$ cat src/config_security_lock_pkg.sv
/*
  Shared constants for the configuration security gate: register byte
  offsets, command codes, status bit positions and key widths.
  Assumes an Avalon-MM bus with 32-bit data and byte addresses.
*/
package config_security_lock_pkg;

  localparam int DATA_W = 32;
  localparam int ADDR_W = 8;
  localparam int DKEY_BITS = 128;
  localparam int PKEY_BITS = 64;

  // ------------------------------------------------------------
  // register byte offsets
  // ------------------------------------------------------------
  localparam logic [ADDR_W-1:0] OFS_CTRL = 8'h00;
  localparam logic [ADDR_W-1:0] OFS_STATUS = 8'h04;
  localparam logic [ADDR_W-1:0] OFS_DKEY0 = 8'h08;
  localparam logic [ADDR_W-1:0] OFS_DKEY3 = 8'h14;
  localparam logic [ADDR_W-1:0] OFS_PKEY0 = 8'h18;
  localparam logic [ADDR_W-1:0] OFS_PKEY1 = 8'h1c;

  // ------------------------------------------------------------
  // command field of the control register
  // ------------------------------------------------------------
  localparam int CMD_LSB = 0;
  localparam int CMD_W = 4;
  localparam logic [CMD_W-1:0] CMD_LOAD_DKEY = 4'h1;
  localparam logic [CMD_W-1:0] CMD_LOAD_PKEY = 4'h2;
  localparam logic [CMD_W-1:0] CMD_SET_SECURE = 4'h3;
  localparam logic [CMD_W-1:0] CMD_SET_OTP = 4'h4;
  localparam logic [CMD_W-1:0] CMD_SET_KLOCK = 4'h5;
  localparam logic [CMD_W-1:0] CMD_UNLOCK = 4'h6;
  localparam logic [CMD_W-1:0] CMD_ERASE = 4'h7;
  localparam logic [CMD_W-1:0] CMD_PROGRAM = 4'h8;
  localparam logic [CMD_W-1:0] CMD_READBACK = 4'h9;
  localparam logic [CMD_W-1:0] CMD_EXIT = 4'ha;

  // ------------------------------------------------------------
  // status register bit positions
  // ------------------------------------------------------------
  localparam int ST_PROG_MODE = 0;
  localparam int ST_PROT_EN = 1;
  localparam int ST_SECURE = 2;
  localparam int ST_OTP = 3;
  localparam int ST_KLOCK = 4;
  localparam int ST_KLOCK_EFF = 5;
  localparam int ST_DKEY_SET = 6;
  localparam int ST_DONE = 7;
  localparam int ST_CMD_ERR = 8;
  localparam int ST_CFG_ERR = 9;
  localparam int ST_LOADING = 10;

  localparam logic [DATA_W-1:0] ZERO_WORD = 32'h0000_0000;

endpackage

$ cat src/config_security_lock.sv
/*
  Security gate for the on-chip configuration flash: decryption key and
  protect key storage, lock fuses, permission checks for erase, program
  and readback, and acceptance of encrypted configuration data.
  Assumes: fuse image held outside (nv_* ports, captured after reset),
  decryption and CRC engines outside, from_jtag marks bus accesses that
  arrive through the JTAG port.
*/
// The Avalon-MM interface to the registers and the register addresses are this design's own decisions.
// Summary of operation
// - encrypted configuration accepted only when its key equals stored key
// - decryption key may be loaded only through the JTAG port
// - key-lock fuse plus power cycle hides the stored decryption key
// - readback-inhibit bit refuses readback on configuration and JTAG ports
// - OTP blocks erase and program; security bit blocks readback
// - OTP fuse permanently blocks every write, erase, reprogram, settings
// - with protection on, erase or program needs matching 64-bit key; cfg_valid direct programming here needs no key
// - matching protect key enters programming mode for flash and SRAM
// - protection alone never blocks readback
// - programmer can query whether flash protection is enabled
// - direct flash program: decrypt, check CRC, no done fuse on fail
// - choosing encryption or protection sets the security bit
`timescale 1ns/1ps
module config_security_lock
  import config_security_lock_pkg::*;
#(
  parameter int DKEY_W = DKEY_BITS,
  parameter int PKEY_W = PKEY_BITS
) (
  input wire logic ref_clk, // 100 MHz clock
  input wire logic rst_b, // async reset, active low
  input wire logic [config_security_lock_pkg::ADDR_W-1:0] avs_address, // addr
  input wire logic avs_read, // read request
  input wire logic avs_write, // write request
  input wire logic [config_security_lock_pkg::DATA_W-1:0] avs_writedata, // wr
  output logic [config_security_lock_pkg::DATA_W-1:0] avs_readdata, // rd data
  output logic avs_waitrequest, // stall
  input wire logic from_jtag, // access arrives via jtag port
  input wire logic nv_secure_in, // fuse image: readback inhibit
  input wire logic nv_otp_in, // fuse image: otp lock
  input wire logic nv_klock_in, // fuse image: key lock
  input wire logic nv_prot_in, // fuse image: protection on
  input wire logic nv_dkey_set_in, // fuse image: key programmed
  input wire logic nv_done_in, // fuse image: done fuse
  input wire logic [DKEY_W-1:0] nv_dkey_in, // fuse image: decryption key
  input wire logic [PKEY_W-1:0] nv_pkey_in, // fuse image: protect key
  output logic nv_secure_out, // fuse value to store
  output logic nv_otp_out, // fuse value to store
  output logic nv_klock_out, // fuse value to store
  output logic nv_prot_out, // fuse value to store
  output logic nv_dkey_set_out, // fuse value to store
  output logic nv_done_out, // done fuse
  output logic [DKEY_W-1:0] nv_dkey_out, // key to store
  output logic [PKEY_W-1:0] nv_pkey_out, // protect key to store
  input wire logic cfg_valid, // one-cycle: config image checked
  input wire logic cfg_encrypted, // image was encrypted
  input wire logic [DKEY_W-1:0] cfg_key, // key the image was made with
  input wire logic cfg_crc_ok, // all crc checks passed
  output logic cfg_accept, // pulse: configuration accepted
  output logic flash_erase, // pulse: erase granted
  output logic flash_program, // pulse: program granted
  output logic readback_grant, // pulse: readback granted
  output logic prog_mode // programming mode (flash and sram)
);

  // ------------------------------------------------------------
  // elaboration check
  // ------------------------------------------------------------
  if (DKEY_W != DKEY_BITS || PKEY_W != PKEY_BITS) begin : g_bad
    $error("key widths must match the 4-word and 2-word register map");
  end

  // ------------------------------------------------------------
  // state
  // ------------------------------------------------------------
  typedef enum logic [2:0] {
    S_LOAD = 3'b001,
    S_IDLE = 3'b010,
    S_PROG = 3'b100
  } mode_e;

  typedef struct packed {
    mode_e st;
    logic [DKEY_W-1:0] dkey;
    logic [PKEY_W-1:0] pkey;
    logic [DKEY_W-1:0] dk_stg;
    logic [PKEY_W-1:0] pk_stg;
    logic secure;
    logic otp;
    logic klock;
    logic klock_eff;
    logic prot_en;
    logic dkey_set;
    logic done;
    logic cmd_err;
    logic cfg_err;
    logic wait_req;
    logic [DATA_W-1:0] rdata;
    logic cfg_ok_p;
    logic erase_p;
    logic prog_p;
    logic rb_p;
  } state_s;

  state_s r_ff;
  state_s nxt_r;

  // ------------------------------------------------------------
  // decode helpers
  // ------------------------------------------------------------
  function automatic logic in_dkey(input logic [ADDR_W-1:0] a);
    in_dkey = (a >= OFS_DKEY0) && (a <= OFS_DKEY3) && (a[1:0] == 2'b00);
  endfunction

  function automatic logic [1:0] key_idx(input logic [ADDR_W-1:0] a,
                                          input logic [ADDR_W-1:0] base);
    logic [ADDR_W-1:0] d;
    d = a - base;
    key_idx = d[3:2];
  endfunction

  logic bus_req;
  logic bus_take;
  logic write_ok;
  logic [CMD_W-1:0] cmd;
  logic [DATA_W-1:0] status_word;
  logic [DATA_W-1:0] rd_word;

  assign bus_req = avs_read | avs_write;
  assign bus_take = bus_req & ~r_ff.wait_req;
  assign cmd = avs_writedata[CMD_LSB +: CMD_W];
  // contents may change only without otp, and with protection only
  // inside programming mode
  assign write_ok = ~r_ff.otp & (~r_ff.prot_en | r_ff.st == S_PROG);

  // ------------------------------------------------------------
  // read data
  // ------------------------------------------------------------
  always_comb begin
    status_word = ZERO_WORD;
    status_word[ST_PROG_MODE] = (r_ff.st == S_PROG);
    status_word[ST_PROT_EN] = r_ff.prot_en;
    status_word[ST_SECURE] = r_ff.secure;
    status_word[ST_OTP] = r_ff.otp;
    status_word[ST_KLOCK] = r_ff.klock;
    status_word[ST_KLOCK_EFF] = r_ff.klock_eff;
    status_word[ST_DKEY_SET] = r_ff.dkey_set;
    status_word[ST_DONE] = r_ff.done;
    status_word[ST_CMD_ERR] = r_ff.cmd_err;
    status_word[ST_CFG_ERR] = r_ff.cfg_err;
    status_word[ST_LOADING] = (r_ff.st == S_LOAD);
  end

  always_comb begin
    rd_word = ZERO_WORD;
    if (avs_address == OFS_STATUS) begin
      rd_word = status_word;
    end else if (in_dkey(avs_address)) begin
      // stored key hidden once lock is in force, and off the jtag path
      if (!r_ff.klock_eff && from_jtag) begin
        rd_word = r_ff.dkey[key_idx(avs_address, OFS_DKEY0)*DATA_W +: DATA_W];
      end
    end
  end

  // ------------------------------------------------------------
  // next state
  // ------------------------------------------------------------
  always_comb begin
    nxt_r = r_ff;
    nxt_r.cfg_ok_p = 1'b0;
    nxt_r.erase_p = 1'b0;
    nxt_r.prog_p = 1'b0;
    nxt_r.rb_p = 1'b0;

    // one wait state, then the answer edge
    if (r_ff.st == S_LOAD) begin
      nxt_r.wait_req = 1'b1;
    end else if (bus_req && r_ff.wait_req) begin
      nxt_r.wait_req = 1'b0;
      nxt_r.rdata = avs_read ? rd_word : ZERO_WORD;
    end else begin
      nxt_r.wait_req = 1'b1;
    end

    case (r_ff.st)
      S_LOAD: begin
        // fuse image captured on the first edge after reset release
        nxt_r.secure = nv_secure_in;
        nxt_r.otp = nv_otp_in;
        nxt_r.klock = nv_klock_in;
        nxt_r.klock_eff = nv_klock_in;
        nxt_r.prot_en = nv_prot_in;
        nxt_r.dkey_set = nv_dkey_set_in;
        nxt_r.done = nv_done_in;
        nxt_r.dkey = nv_dkey_in;
        nxt_r.pkey = nv_pkey_in;
        nxt_r.st = S_IDLE;
      end
      S_IDLE, S_PROG: begin
        if (bus_take && avs_write) begin
          if (in_dkey(avs_address)) begin
            nxt_r.dk_stg[key_idx(avs_address, OFS_DKEY0)*DATA_W +: DATA_W] =
              avs_writedata;
          end else if (avs_address == OFS_PKEY0 ||
                       avs_address == OFS_PKEY1) begin
            nxt_r.pk_stg[key_idx(avs_address, OFS_PKEY0)*DATA_W +: DATA_W] =
              avs_writedata;
          end else if (avs_address == OFS_CTRL) begin
            nxt_r.cmd_err = 1'b0;
            case (cmd)
              CMD_LOAD_DKEY: begin
                if (write_ok && from_jtag) begin
                  nxt_r.dkey = r_ff.dk_stg;
                  nxt_r.dkey_set = 1'b1;
                  nxt_r.secure = 1'b1;
                end else begin
                  nxt_r.cmd_err = 1'b1;
                end
              end
              CMD_LOAD_PKEY: begin
                if (write_ok) begin
                  nxt_r.pkey = r_ff.pk_stg;
                  nxt_r.prot_en = 1'b1;
                  nxt_r.secure = 1'b1;
                end else begin
                  nxt_r.cmd_err = 1'b1;
                end
              end
              CMD_SET_SECURE: begin
                if (write_ok) begin
                  nxt_r.secure = 1'b1;
                end else begin
                  nxt_r.cmd_err = 1'b1;
                end
              end
              CMD_SET_OTP: begin
                if (write_ok) begin
                  nxt_r.otp = 1'b1;
                  nxt_r.st = S_IDLE;
                end else begin
                  nxt_r.cmd_err = 1'b1;
                end
              end
              CMD_SET_KLOCK: begin
                // takes effect on the key only after the next power-up
                if (write_ok) begin
                  nxt_r.klock = 1'b1;
                end else begin
                  nxt_r.cmd_err = 1'b1;
                end
              end
              CMD_UNLOCK: begin
                if (r_ff.otp) begin
                  nxt_r.cmd_err = 1'b1;
                end else if (!r_ff.prot_en ||
                             r_ff.pk_stg == r_ff.pkey) begin
                  nxt_r.st = S_PROG;
                end else begin
                  nxt_r.cmd_err = 1'b1;
                end
              end
              CMD_ERASE: begin
                if (write_ok) begin
                  nxt_r.erase_p = 1'b1;
                  nxt_r.done = 1'b0;
                end else begin
                  nxt_r.cmd_err = 1'b1;
                end
              end
              CMD_PROGRAM: begin
                if (write_ok) begin
                  nxt_r.prog_p = 1'b1;
                end else begin
                  nxt_r.cmd_err = 1'b1;
                end
              end
              CMD_READBACK: begin
                // only the security bit gates readback, on either port
                if (!r_ff.secure) begin
                  nxt_r.rb_p = 1'b1;
                end else begin
                  nxt_r.cmd_err = 1'b1;
                end
              end
              CMD_EXIT: begin
                nxt_r.st = S_IDLE;
              end
              default: begin
                nxt_r.cmd_err = 1'b1;
              end
            endcase
          end
        end

        // direct flash programming of a decrypted, crc-checked image
        if (cfg_valid) begin
          if (r_ff.otp ||
              (cfg_encrypted && (!r_ff.dkey_set ||
                                 cfg_key != r_ff.dkey))) begin
            nxt_r.cfg_err = 1'b1;
          end else if (!cfg_crc_ok) begin
            nxt_r.cfg_err = 1'b1;
          end else begin
            nxt_r.cfg_err = 1'b0;
            nxt_r.done = 1'b1;
            nxt_r.cfg_ok_p = 1'b1;
          end
        end
      end
      default: begin
        nxt_r.st = S_LOAD;
      end
    endcase
  end

  // ------------------------------------------------------------
  // registers
  // ------------------------------------------------------------
  always_ff @(posedge ref_clk or negedge rst_b) begin
    if (!rst_b) begin
      r_ff <= '{st: S_LOAD, wait_req: 1'b1, default: '0};
    end else begin
      r_ff <= nxt_r;
    end
  end

  // ------------------------------------------------------------
  // outputs
  // ------------------------------------------------------------
  assign avs_readdata = r_ff.rdata;
  assign avs_waitrequest = r_ff.wait_req;
  assign nv_secure_out = r_ff.secure;
  assign nv_otp_out = r_ff.otp;
  assign nv_klock_out = r_ff.klock;
  assign nv_prot_out = r_ff.prot_en;
  assign nv_dkey_set_out = r_ff.dkey_set;
  assign nv_done_out = r_ff.done;
  assign nv_dkey_out = r_ff.dkey;
  assign nv_pkey_out = r_ff.pkey;
  assign cfg_accept = r_ff.cfg_ok_p;
  assign flash_erase = r_ff.erase_p;
  assign flash_program = r_ff.prog_p;
  assign readback_grant = r_ff.rb_p;
  assign prog_mode = (r_ff.st == S_PROG);

endmodule

$ cat config.mk
export PLATFORM = sky130hd
export DESIGN_NAME = config_security_lock
export DESIGN_NICKNAME = d
export VERILOG_FILES = /design/src/config_security_lock_pkg.sv /design/src/config_security_lock.sv
export SDC_FILE = /design/constraint.sdc
export NUM_CORES = 1
export LEC_CHECK = 0
export BUFFER_PORTS_ARGS = -buffer_cell sky130_fd_sc_hd__buf_2
export CORE_AREA = 4 4 234 236
export CTS_CLUSTER_SIZE = 40
export DETAILED_ROUTE_END_ITERATION = 8
export DIE_AREA = 0 0 238 240
export PLACE_DENSITY = 0.69
export SETUP_SLACK_MARGIN = 0.2
export SLEW_MARGIN = 25
export SYNTH_ARGS = -nofsm -noshare
export SYNTH_HDL_FRONTEND = slang
export SYNTH_SLANG_ARGS = --single-unit
$ cat constraint.sdc
create_clock -name ref_clk -period 2.6 [get_ports ref_clk]
set_clock_uncertainty 0.1 [all_clocks]
set_input_delay 0 -clock ref_clk [delete_from_list [all_inputs] [get_ports ref_clk]]
set_output_delay 0 -clock ref_clk [all_outputs]
set_load 0.005 [all_outputs]
* Yosys cells after proc, flatten, opt, wreduce, memory -nomap -nowiden
Index checks and enable logic that the tools add are counted.
Operators by class: add/sub/neg operators 4, magnitude comparators 2, equal/unequal tests 35, shift operators 5, muxes and demuxes 66, bitwise logic cells 10, reductions and logical operators 31
Operators by type and width (count):
- two-way mux 195 bit | 3
- two-way mux 390 bit | 1
- two-way mux 128 bit | 3
- case mux 192 bit (2 select lines) | 1
- two-way mux 64 bit | 3
- bitwise mux 128 bit | 1
- two-way mux 32 bit | 4
- != test 128 bit | 1
- variable shift 32 x 34 -> 128 bit, first input constant | 1
- variable part select 128 x 8 -> 32 bit | 1
- variable part select 32 x 34 -> 128 bit | 1
- negator 7 -> 34 bit | 2
- two-way mux 67 bit | 1
- bitwise mux 64 bit | 1
- equality test 64 bit | 1
- variable shift 32 x 34 -> 64 bit, first input constant | 1
- variable part select 32 x 34 -> 64 bit | 1
- two-way mux 1 bit | 28
- AND reduction 7 bit | 4
- two-way mux 3 bit | 9
- two-way mux 4 bit | 5
- case mux 3 bit (2 select lines) | 3
- equality test 4 x 3 -> 1 bit, second input constant | 4
- equality test 8 x 5 -> 1 bit, second input constant | 2
- 34 further kinds | 71
Storage, ports and cells: register bits 433, bits of input ports 374, output and inout port bits 236, word-level logic and storage cells 173

* Longest topological paths before layout
Gate-level depths: netlist of run 1.
depth in word-level cells 14, gate-level depth with buffers 14

* Least setup slack after synthesis of run 1
No wires, ideal clock.
path type input to register, from in avs_address[2] in the netlist's numbering, to reg r_ff[431] in the netlist's numbering, arrival time 2.426 ns, required time 2.375 ns, setup slack -0.050 ns, stages on the path 11, path buffers 3, path through clkbuf_1 inv_1 clkbuf_1 ha_1 clkbuf_1 o32ai_1 or2_1 nand3_1 a2111oi_0 a21oi_1 mux2_2
On the way: cells in the longest elaborated chain, start to end 5
Ends and longest elaborated chain:
- from (decl) | RTL line config_security_lock.sv:32 | input wire logic [config_security_lock_pkg::ADDR_W-1:0] avs_address,
- greater-or-equal comparator 8 x 4 -> 1 bit or <= comparator 8 x 5 -> 1 bit (tied branches) | RTL line config_security_lock.sv:112 | in_dkey = (a >= OFS_DKEY0) && (a <= OFS_DKEY3) && (a[1:0] == 2'b00);
- logical AND 1 bit (2 in series) | RTL line config_security_lock.sv:112
- != test 2 bit (no line)
- AND reduction 8 bit (no line) (*)
- to (signal assigned) | RTL line config_security_lock.sv:324 | r_ff <= nxt_r;
- to (decl) | RTL line config_security_lock.sv:105 | state_s r_ff;
Mark *: on every way between the ends. The rest lies on a longest branch, timed or not. A chain may end at the register's enable or synchronous reset.

* Worst setup path in the final report of run 1
from reg r_ff (netlist bit nv_dkey_out[93]), to reg r_ff (netlist bit nv_done_out)
On the way: cells in the longest elaborated chain, start to end 7
Ends and longest elaborated chain:
- != test 128 bit | RTL line config_security_lock.sv:300 | cfg_key != r_ff.dkey))) begin
- logical OR 1 bit | RTL line config_security_lock.sv:299 | (cfg_encrypted && (!r_ff.dkey_set ||
- logical AND 1 bit | RTL line config_security_lock.sv:299
- logical OR 1 bit | RTL line config_security_lock.sv:298 | if (r_ff.otp ||
- two-way mux 1 bit | RTL line config_security_lock.sv:298
- two-way mux 1 bit | RTL line config_security_lock.sv:297 | if (cfg_valid) begin
- case mux 3 bit (2 select lines) | RTL line config_security_lock.sv:186 | case (r_ff.st)
Every way passes these cells.

==> results of run 1 <==
metrics by stage:
| step | worst slack (ns) | setup TNS [ns] | instance area, um^2 |
|---|---|---|---|
| 2_1_floorplan | 0.191 | 0 | 23600 |
| 3_3_place_gp | -0.386 | -0.987 | 27000 |
| 3_5_place_dp | -0.354 | -0.926 | 27000 |
| 4_1_cts | 0.139 | 0 | 31800 |
| 5_1_grt | 0.0334 | 0 | 33300 |
| 6_report | 0.0702 | 0 | 33300 |
path summary, 6_finish.rpt:
kind / startpoint / end / cells after the start
worst max register to register: nv_dkey_out[93] / nv_done_out / 7
max in group asynchronous: rst_b / r_ff[430] / 4
worst max-delay path: nv_dkey_out[93] / nv_done_out / 7
min in group asynchronous: rst_b / nv_pkey_out[3] / 4
worst min register to register: avs_readdata[25] / avs_readdata[25] / 2
worst min-delay path: avs_address[0] / flash_erase / 6
cells in the mapped netlist (2+ instances only):
cell type and instances:
and3_1 3, mux4_2 32, o211ai_1 2, or2_2 2, nand2_1 458, o22ai_1 9, a22o_1 34, buf_4 233
o41ai_1 2, a2111o_1 9, and4_1 2, dfstp_2 2, a2111oi_0 3, o31ai_1 64, xnor2_1 130, clkbuf_1 127
dfrtp_1 431, and2_1 3, o21ai_0 108, buf_2 32, inv_1 70, nor3_1 2, nand3_1 202, or3_1 31
nor4_1 17, nor2_1 210, mux2_2 2, xor2_1 5, o2111ai_1 9, a22oi_1 10, nand4b_1 2, nor2b_1 35
o22a_1 3, a31oi_1 193, a21oi_1 13, nand2b_1 62, o21a_1 2, nand4_1 35, buf_1 3, o221ai_1 3
ha_1 5, buf_6 10
routing by layer:
metal / routed length, um / share of wire
met5: 34 / 0.00027
met1: 48600 / 0.39
met3: 13900 / 0.11
met4: 6670 / 0.054
met2: 55000 / 0.44
what timing repair did:
action                                 in CTS  in global routing
resized for setup                          25                164
pin swaps                                   6                  7
gates cloned                                5                 28
endpoints found under the hold margin     859                  0
buffers inserted                           12                 18
setup endpoints to repair                 133                308
hold buffers                              260                  0
final cells by class:
type                       instances  area share
multi-input combinational       1720       0.322
tap                              688      0.0258
sequential                       433       0.325
timing repair buffer            1154       0.267
clock buffer                      70      0.0440
clock inverter                    21     0.00815
inverter                          70     0.00788
antenna                            7    0.000525
power groups by stage:
stage	logic [uW]	clock network (uW)	registers, uW
6_report	21700	7550	10600
5_1_grt	22500	7830	10700
4_1_cts	18500	7570	10500
3_5_place_dp	17200	0	10600
3_3_place_gp	17100	0	10500
2_1_floorplan	10200	0	10000
cell families (layout without fill, tap and decap cells):
family | Yosys count | in the layout | share of synthesized area
buffers and inverters | 475 | 1315 | 0.118
DFF | 433 | 433 | 0.460
adders and majority gates | 5 | 5 | 0.00266
xor gates and xnor gates | 135 | 135 | 0.0502
other | 0 | 7 | 0
and+or+nand+nor | 1074 | 1074 | 0.205
muxes | 35 | 35 | 0.0320
AOI/OAI and AO/OA | 471 | 471 | 0.132
tightest hold or removal path: stages:
cell     delay [ns]
buf_2          0.07
nor3_1         0.05
and3b_1        0.22
nand3_2        0.12
nor3_1         0.06
buf_4          0.13
==> metrics, run 1 <==
crit share post-route=0.973; clk sink count=433; DIE HEIGHT=around 240 um; clock buffer depth=3; WP buf/inv=0; DRT Wirelength=124000 um; part of the power in combinational logic=0.545; via count=approximately 25000; top_reg_cell synth=dfrtp_1; Final Total Pwr=around 40000 uW; overflow left after global routing=0; CP max stage delay=a little over 0.6 ns; initial core utilization=0.449; Syn. warnings=0; Critical Path RT=just over 3 ns; sequential cell area=~11000 um^2; Worst path slowest cell=or4_4; CP Class=reg2reg; hold slack=-0.00143 ns; status=complete, but fails checks; Max VDD drop=approximately 0.76 mV; sequence of cells on the critical path=nand2b_1, o2111ai_1, nor4_4, nand4_1, or4_4, a31oi_2, o21a_1; initial antenna violation count=7; Detail Route Antenna Nets=0; DRT iter0 DRCs=around 3200; synthesis-stage register bit count=roughly 430; Initial DRT Pass Iterations=6; pwr dens=~1200 nW/um^2; setup slack, reg-to-reg=approximately 0.07 ns; routability-driven placement congestion ratio=~1.0; Via density=5.99; NetSw=~17000 uW; Rows=84; CTS tree=built; Switching Fraction=0.430; # IOs=~600; M3 GR Usage=0.0786; Filler cells=4312; violated checks=negative hold slack; sequential power share=0.266; Slew headroom=0.446; Max Cap Viol=0; die area=approximately 57000 um^2; Post-synth EDFFs=0; global-route wire length before repair=roughly 170000 um; final core occ=0.636; Total GRT Usage=0.401; LEAKAGE=between 0.015 and 0.02 uW; HP Class=in2reg; part of the power in the clock network=0.189; synth top area cells=dfrtp_1, buf_4, nand2_1; H-tree depth=2; fin cells=4163; Syn Nets=roughly 3000; Avg Synthesized Cell Area=8.96 um^2; GR peak layer=met2; vias in the first global route=about 24000; Max Fclk=0.395 GHz; multi-input logic area=10700 um^2; final hold violation count=1; CP delay by family, top=simple AND/OR/NAND/NOR gates; CTS Buf Count=a little under 50; commonest non-fill, non-tap cell in the layout=buf_2; Die X=between 200 and 250 um; dpl hpwl=about 90000 um; ys async rst share=1.00; clock tree root driver cell=clkbuf_16; WL/cell=around 30 um; met2 usage=0.608; DRC=0; total core area=~52000 um^2; area leader, netlist=dfrtp_1; met1 usage=0.567; placed cells=~3700; Seq/Total Area, Yosys=0.460; Netlist cell types=60; Crit. End Element=flop; Final Slew Violations=0; Worst-Skew Late Latency=roughly 0.60 ns; minimum clock period=roughly 2.5 ns; worst-margin pin slew=0.831 ns; IO buf count=between 600 and 700; Yosys top cell area share=0.458; RSZ-0062 raised after global routing=true; Syn-to-layout area delta=41.6%; CP Data Arrival Time=about 3.0 ns; Final Setup Violations=0; Mapped Cells=2628; Critical Path Fanout Max=3; Syn Std Cell Area=~24000 um^2; startpoint class of the critical path=flop; share of layout cells above drive strength 1=0.327; Int Pwr=around 23000 uW; nets=between 3000 and 4000; commonest non-fill, non-tap cells in the layout=buf_2, nand2_1, dfrtp_1; largest net degree at the start of global routing=between 150 and 200; CTS clk-pin slew, worst paths=around 0.07 ns
Power figures use the tool's default switching activity.
==> run 2, diff against run 1 <==
--- a/config.mk
+++ b/config.mk
@@ -6,11 +6,12 @@
 export NUM_CORES = 1
 export LEC_CHECK = 0
 export BUFFER_PORTS_ARGS = -buffer_cell sky130_fd_sc_hd__buf_2
-export CORE_AREA = 4 4 234 236
+export CORE_AREA = 4 4 238 240
+export CTS_BUF_LIST = sky130_fd_sc_hd__clkbuf_4 sky130_fd_sc_hd__clkbuf_8
 export CTS_CLUSTER_SIZE = 40
 export DETAILED_ROUTE_END_ITERATION = 8
-export DIE_AREA = 0 0 238 240
-export PLACE_DENSITY = 0.69
+export DIE_AREA = 0 0 242 244
+export PLACE_DENSITY = 0.67
 export SETUP_SLACK_MARGIN = 0.2
 export SLEW_MARGIN = 25
 export SYNTH_ARGS = -nofsm -noshare
==> constraint.sdc (replaced) <==
create_clock -name ref_clk -period 3.05 [get_ports ref_clk]
set_clock_uncertainty 0.1 [all_clocks]
set_input_delay 0 -clock ref_clk [delete_from_list [all_inputs] [get_ports ref_clk]]
set_output_delay 0 -clock ref_clk [all_outputs]
set_load 0.005 [all_outputs]
==> metrics, run 2 (synthesized netlist as in run 1, its figures left out) <==
pwr dens=approximately 930 nW/um^2; Max Cap Viol=0; CP Class=reg2reg; dpl hpwl=roughly 90000 um; die area=59000 um^2; LEAKAGE=0.0145 uW; Design Area, Final=~31000 um^2; Total GRT Usage=0.385; CTS clk-pin slew, worst paths=approximately 0.060 ns; Worst-Skew Late Latency=0.67 ns; fin cells=a little over 4000; worst hold path depth=7; Via density=5.77; CTS tree=built; Final Total Pwr=just under 30000 uW; WL/cell=between 20 and 30 um; share of layout cells above drive strength 1=0.271; startpoint class of the critical path=flop; Die X=between 200 and 250 um; clk sink count=approximately 430; Initial DRT Pass Iterations=8; # IOs=610; Worst Min Path Start=cfg_key[126]; nets=3767; CP delay by family, top=compound AO/OA/AOI/OAI gates; H-tree depth=3; vias in the first global route=between 20000 and 25000; commonest non-fill, non-tap cells in the layout=buf_2, nand2_1, dfrtp_1; via count=~24000; DRT iter0 DRCs=~2500; Worst path slowest cell=or3b_4; HP Class=in2reg; DIE HEIGHT=244 um; Syn-to-layout area delta=33.7%; worst r2r src=r_ff[431]; clock tree root driver cell=clkbuf_8; RR Endpoint=nv_dkey_out[9]; sequence of cells on the critical path=or3b_4, a21oi_4, o211ai_2, nor4_2, o21a_4, buf_12, nor2_1, a31oi_1; Crit. End Element=flop; CTS Buf Count=78; Max Fclk=~0.35 GHz; Critical Path RT=approximately 3.5 ns; Rows=86; worst reg-to-reg path cell count=8; WP buf/inv=1; IO buf count=just over 600; final core occ=0.576; initial antenna violation count=15; global-route wire length before repair=168000 um; Filler cells=a little under 5000; DRT Wirelength=about 120000 um; initial core utilization=0.431; DRC=0; Detail Route Antenna Nets=0; commonest non-fill, non-tap cell in the layout=buf_2; Max VDD drop=0.684 mV; placed cells=between 3000 and 4000; total core area=roughly 55000 um^2; Final Slew Violations=0; minimum clock period=2.87 ns; overflow left after global routing=0; CP max stage delay=between 0.4 and 0.5 ns; Final Setup Violations=0; clock buffer depth=3; RSZ-0062 raised after global routing=true; worst-margin pin slew=about 0.9 ns; final hold violation count=0; setup slack, reg-to-reg=0.18 ns; Slew headroom=0.393; Area after DPL=roughly 26000 um^2; status=completed; crit share post-route=0.939; Critical Path Fanout Max=56; routability-driven placement congestion ratio=1.00; largest net degree at the start of global routing=110; CP Data Arrival Time=about 3.3 ns; hold endpoint=cfg_accept
## run 2: changes by cell type in the layout (fill, tap and decap cells not counted), sizes merged
cell         previous run  this run
bufinv                  6         3
buf                   872       738
diode                   7         8
inv                    72        75
clkinvlp                2         0
dlygate4sd3           259       347
clkbuf                 93       119
## run 2: per-layer routing
metal  vias to the layer above  share of wire  GRT usage
li1                      10400              -          -
met1                     11800           0.41      0.525
met2                      1468           0.44      0.584
met3                       293          0.094     0.0919
met4                        14          0.054      0.182
met5                         -        0.00074          0
## run 2: worst reg2reg max path, stage by stage, from the launching register on
cell	delay, ns
dfrtp_1	0.44
or3b_4	0.45
a21oi_4	0.24
o211ai_2	0.17
nor4_2	0.28
o21a_4	0.26
buf_12	0.27
nor2_1	0.09
a31oi_1	0.42
## run 2: report_power, final
part           switching, uW  total [uW]  internal, uW
logic                   8170       13700          5570
clock network           2650        6040          3400
registers               2230        9500          7270
total                  13000       29300         16200
## run 2: final cells by class
| cell class | count | area (um^2) | area share |
|---|---|---|---|
| Clock buffer | 119 | 1490 | 0.0475 |
| Antenna cell | 8 | 20.0 | 0.000636 |
| Multi-Input combinational cell | 1720 | 10000 | 0.319 |
| Inverter | 70 | 263 | 0.00835 |
| Clock inverter | 19 | 194 | 0.00616 |
| Sequential cell | 433 | 10800 | 0.344 |
| Tap cell | 704 | 881 | 0.0280 |
| Timing Repair Buffer | 1085 | 7750 | 0.246 |
## run 2: per-stage QoR
stage / worst slack [ns] / TNS (ns) / hold slack [ns]
after CTS: 0.248 / 0 / 0.000214
final: 0.185 / 0 / 0.0398
after global routing: 0.170 / 0 / 0.0152
after floorplan: 0.400 / 0 / -0.396
after global placement: -0.397 / -0.879 / 0.0328
after detailed placement: -0.431 / -1.02 / 0.0426
## run 2: what timing repair did
item | in CTS | in global routing
hold buffers | 347 | 0
setup endpoints to repair | 3 | 45
buffers inserted | 0 | 0
pin swaps | 1 | 0
endpoints found under the hold margin | 862 | 0
gates resized for setup | 5 | 2
## run 2: worst max path at each step
stage / startpoint / endpoint / cells past startpoint
2_1_floorplan: avs_address[2] / r_ff[431] / 11
3_3_place_gp: nv_dkey_out[80] / nv_done_out / 7
3_5_place_dp: nv_dkey_out[80] / nv_done_out / 7
4_1_cts: nv_dkey_out[23] / nv_done_out / 8
5_1_grt: r_ff[431] / nv_dkey_out[9] / 8
6_report: r_ff[431] / nv_dkey_out[9] / 8
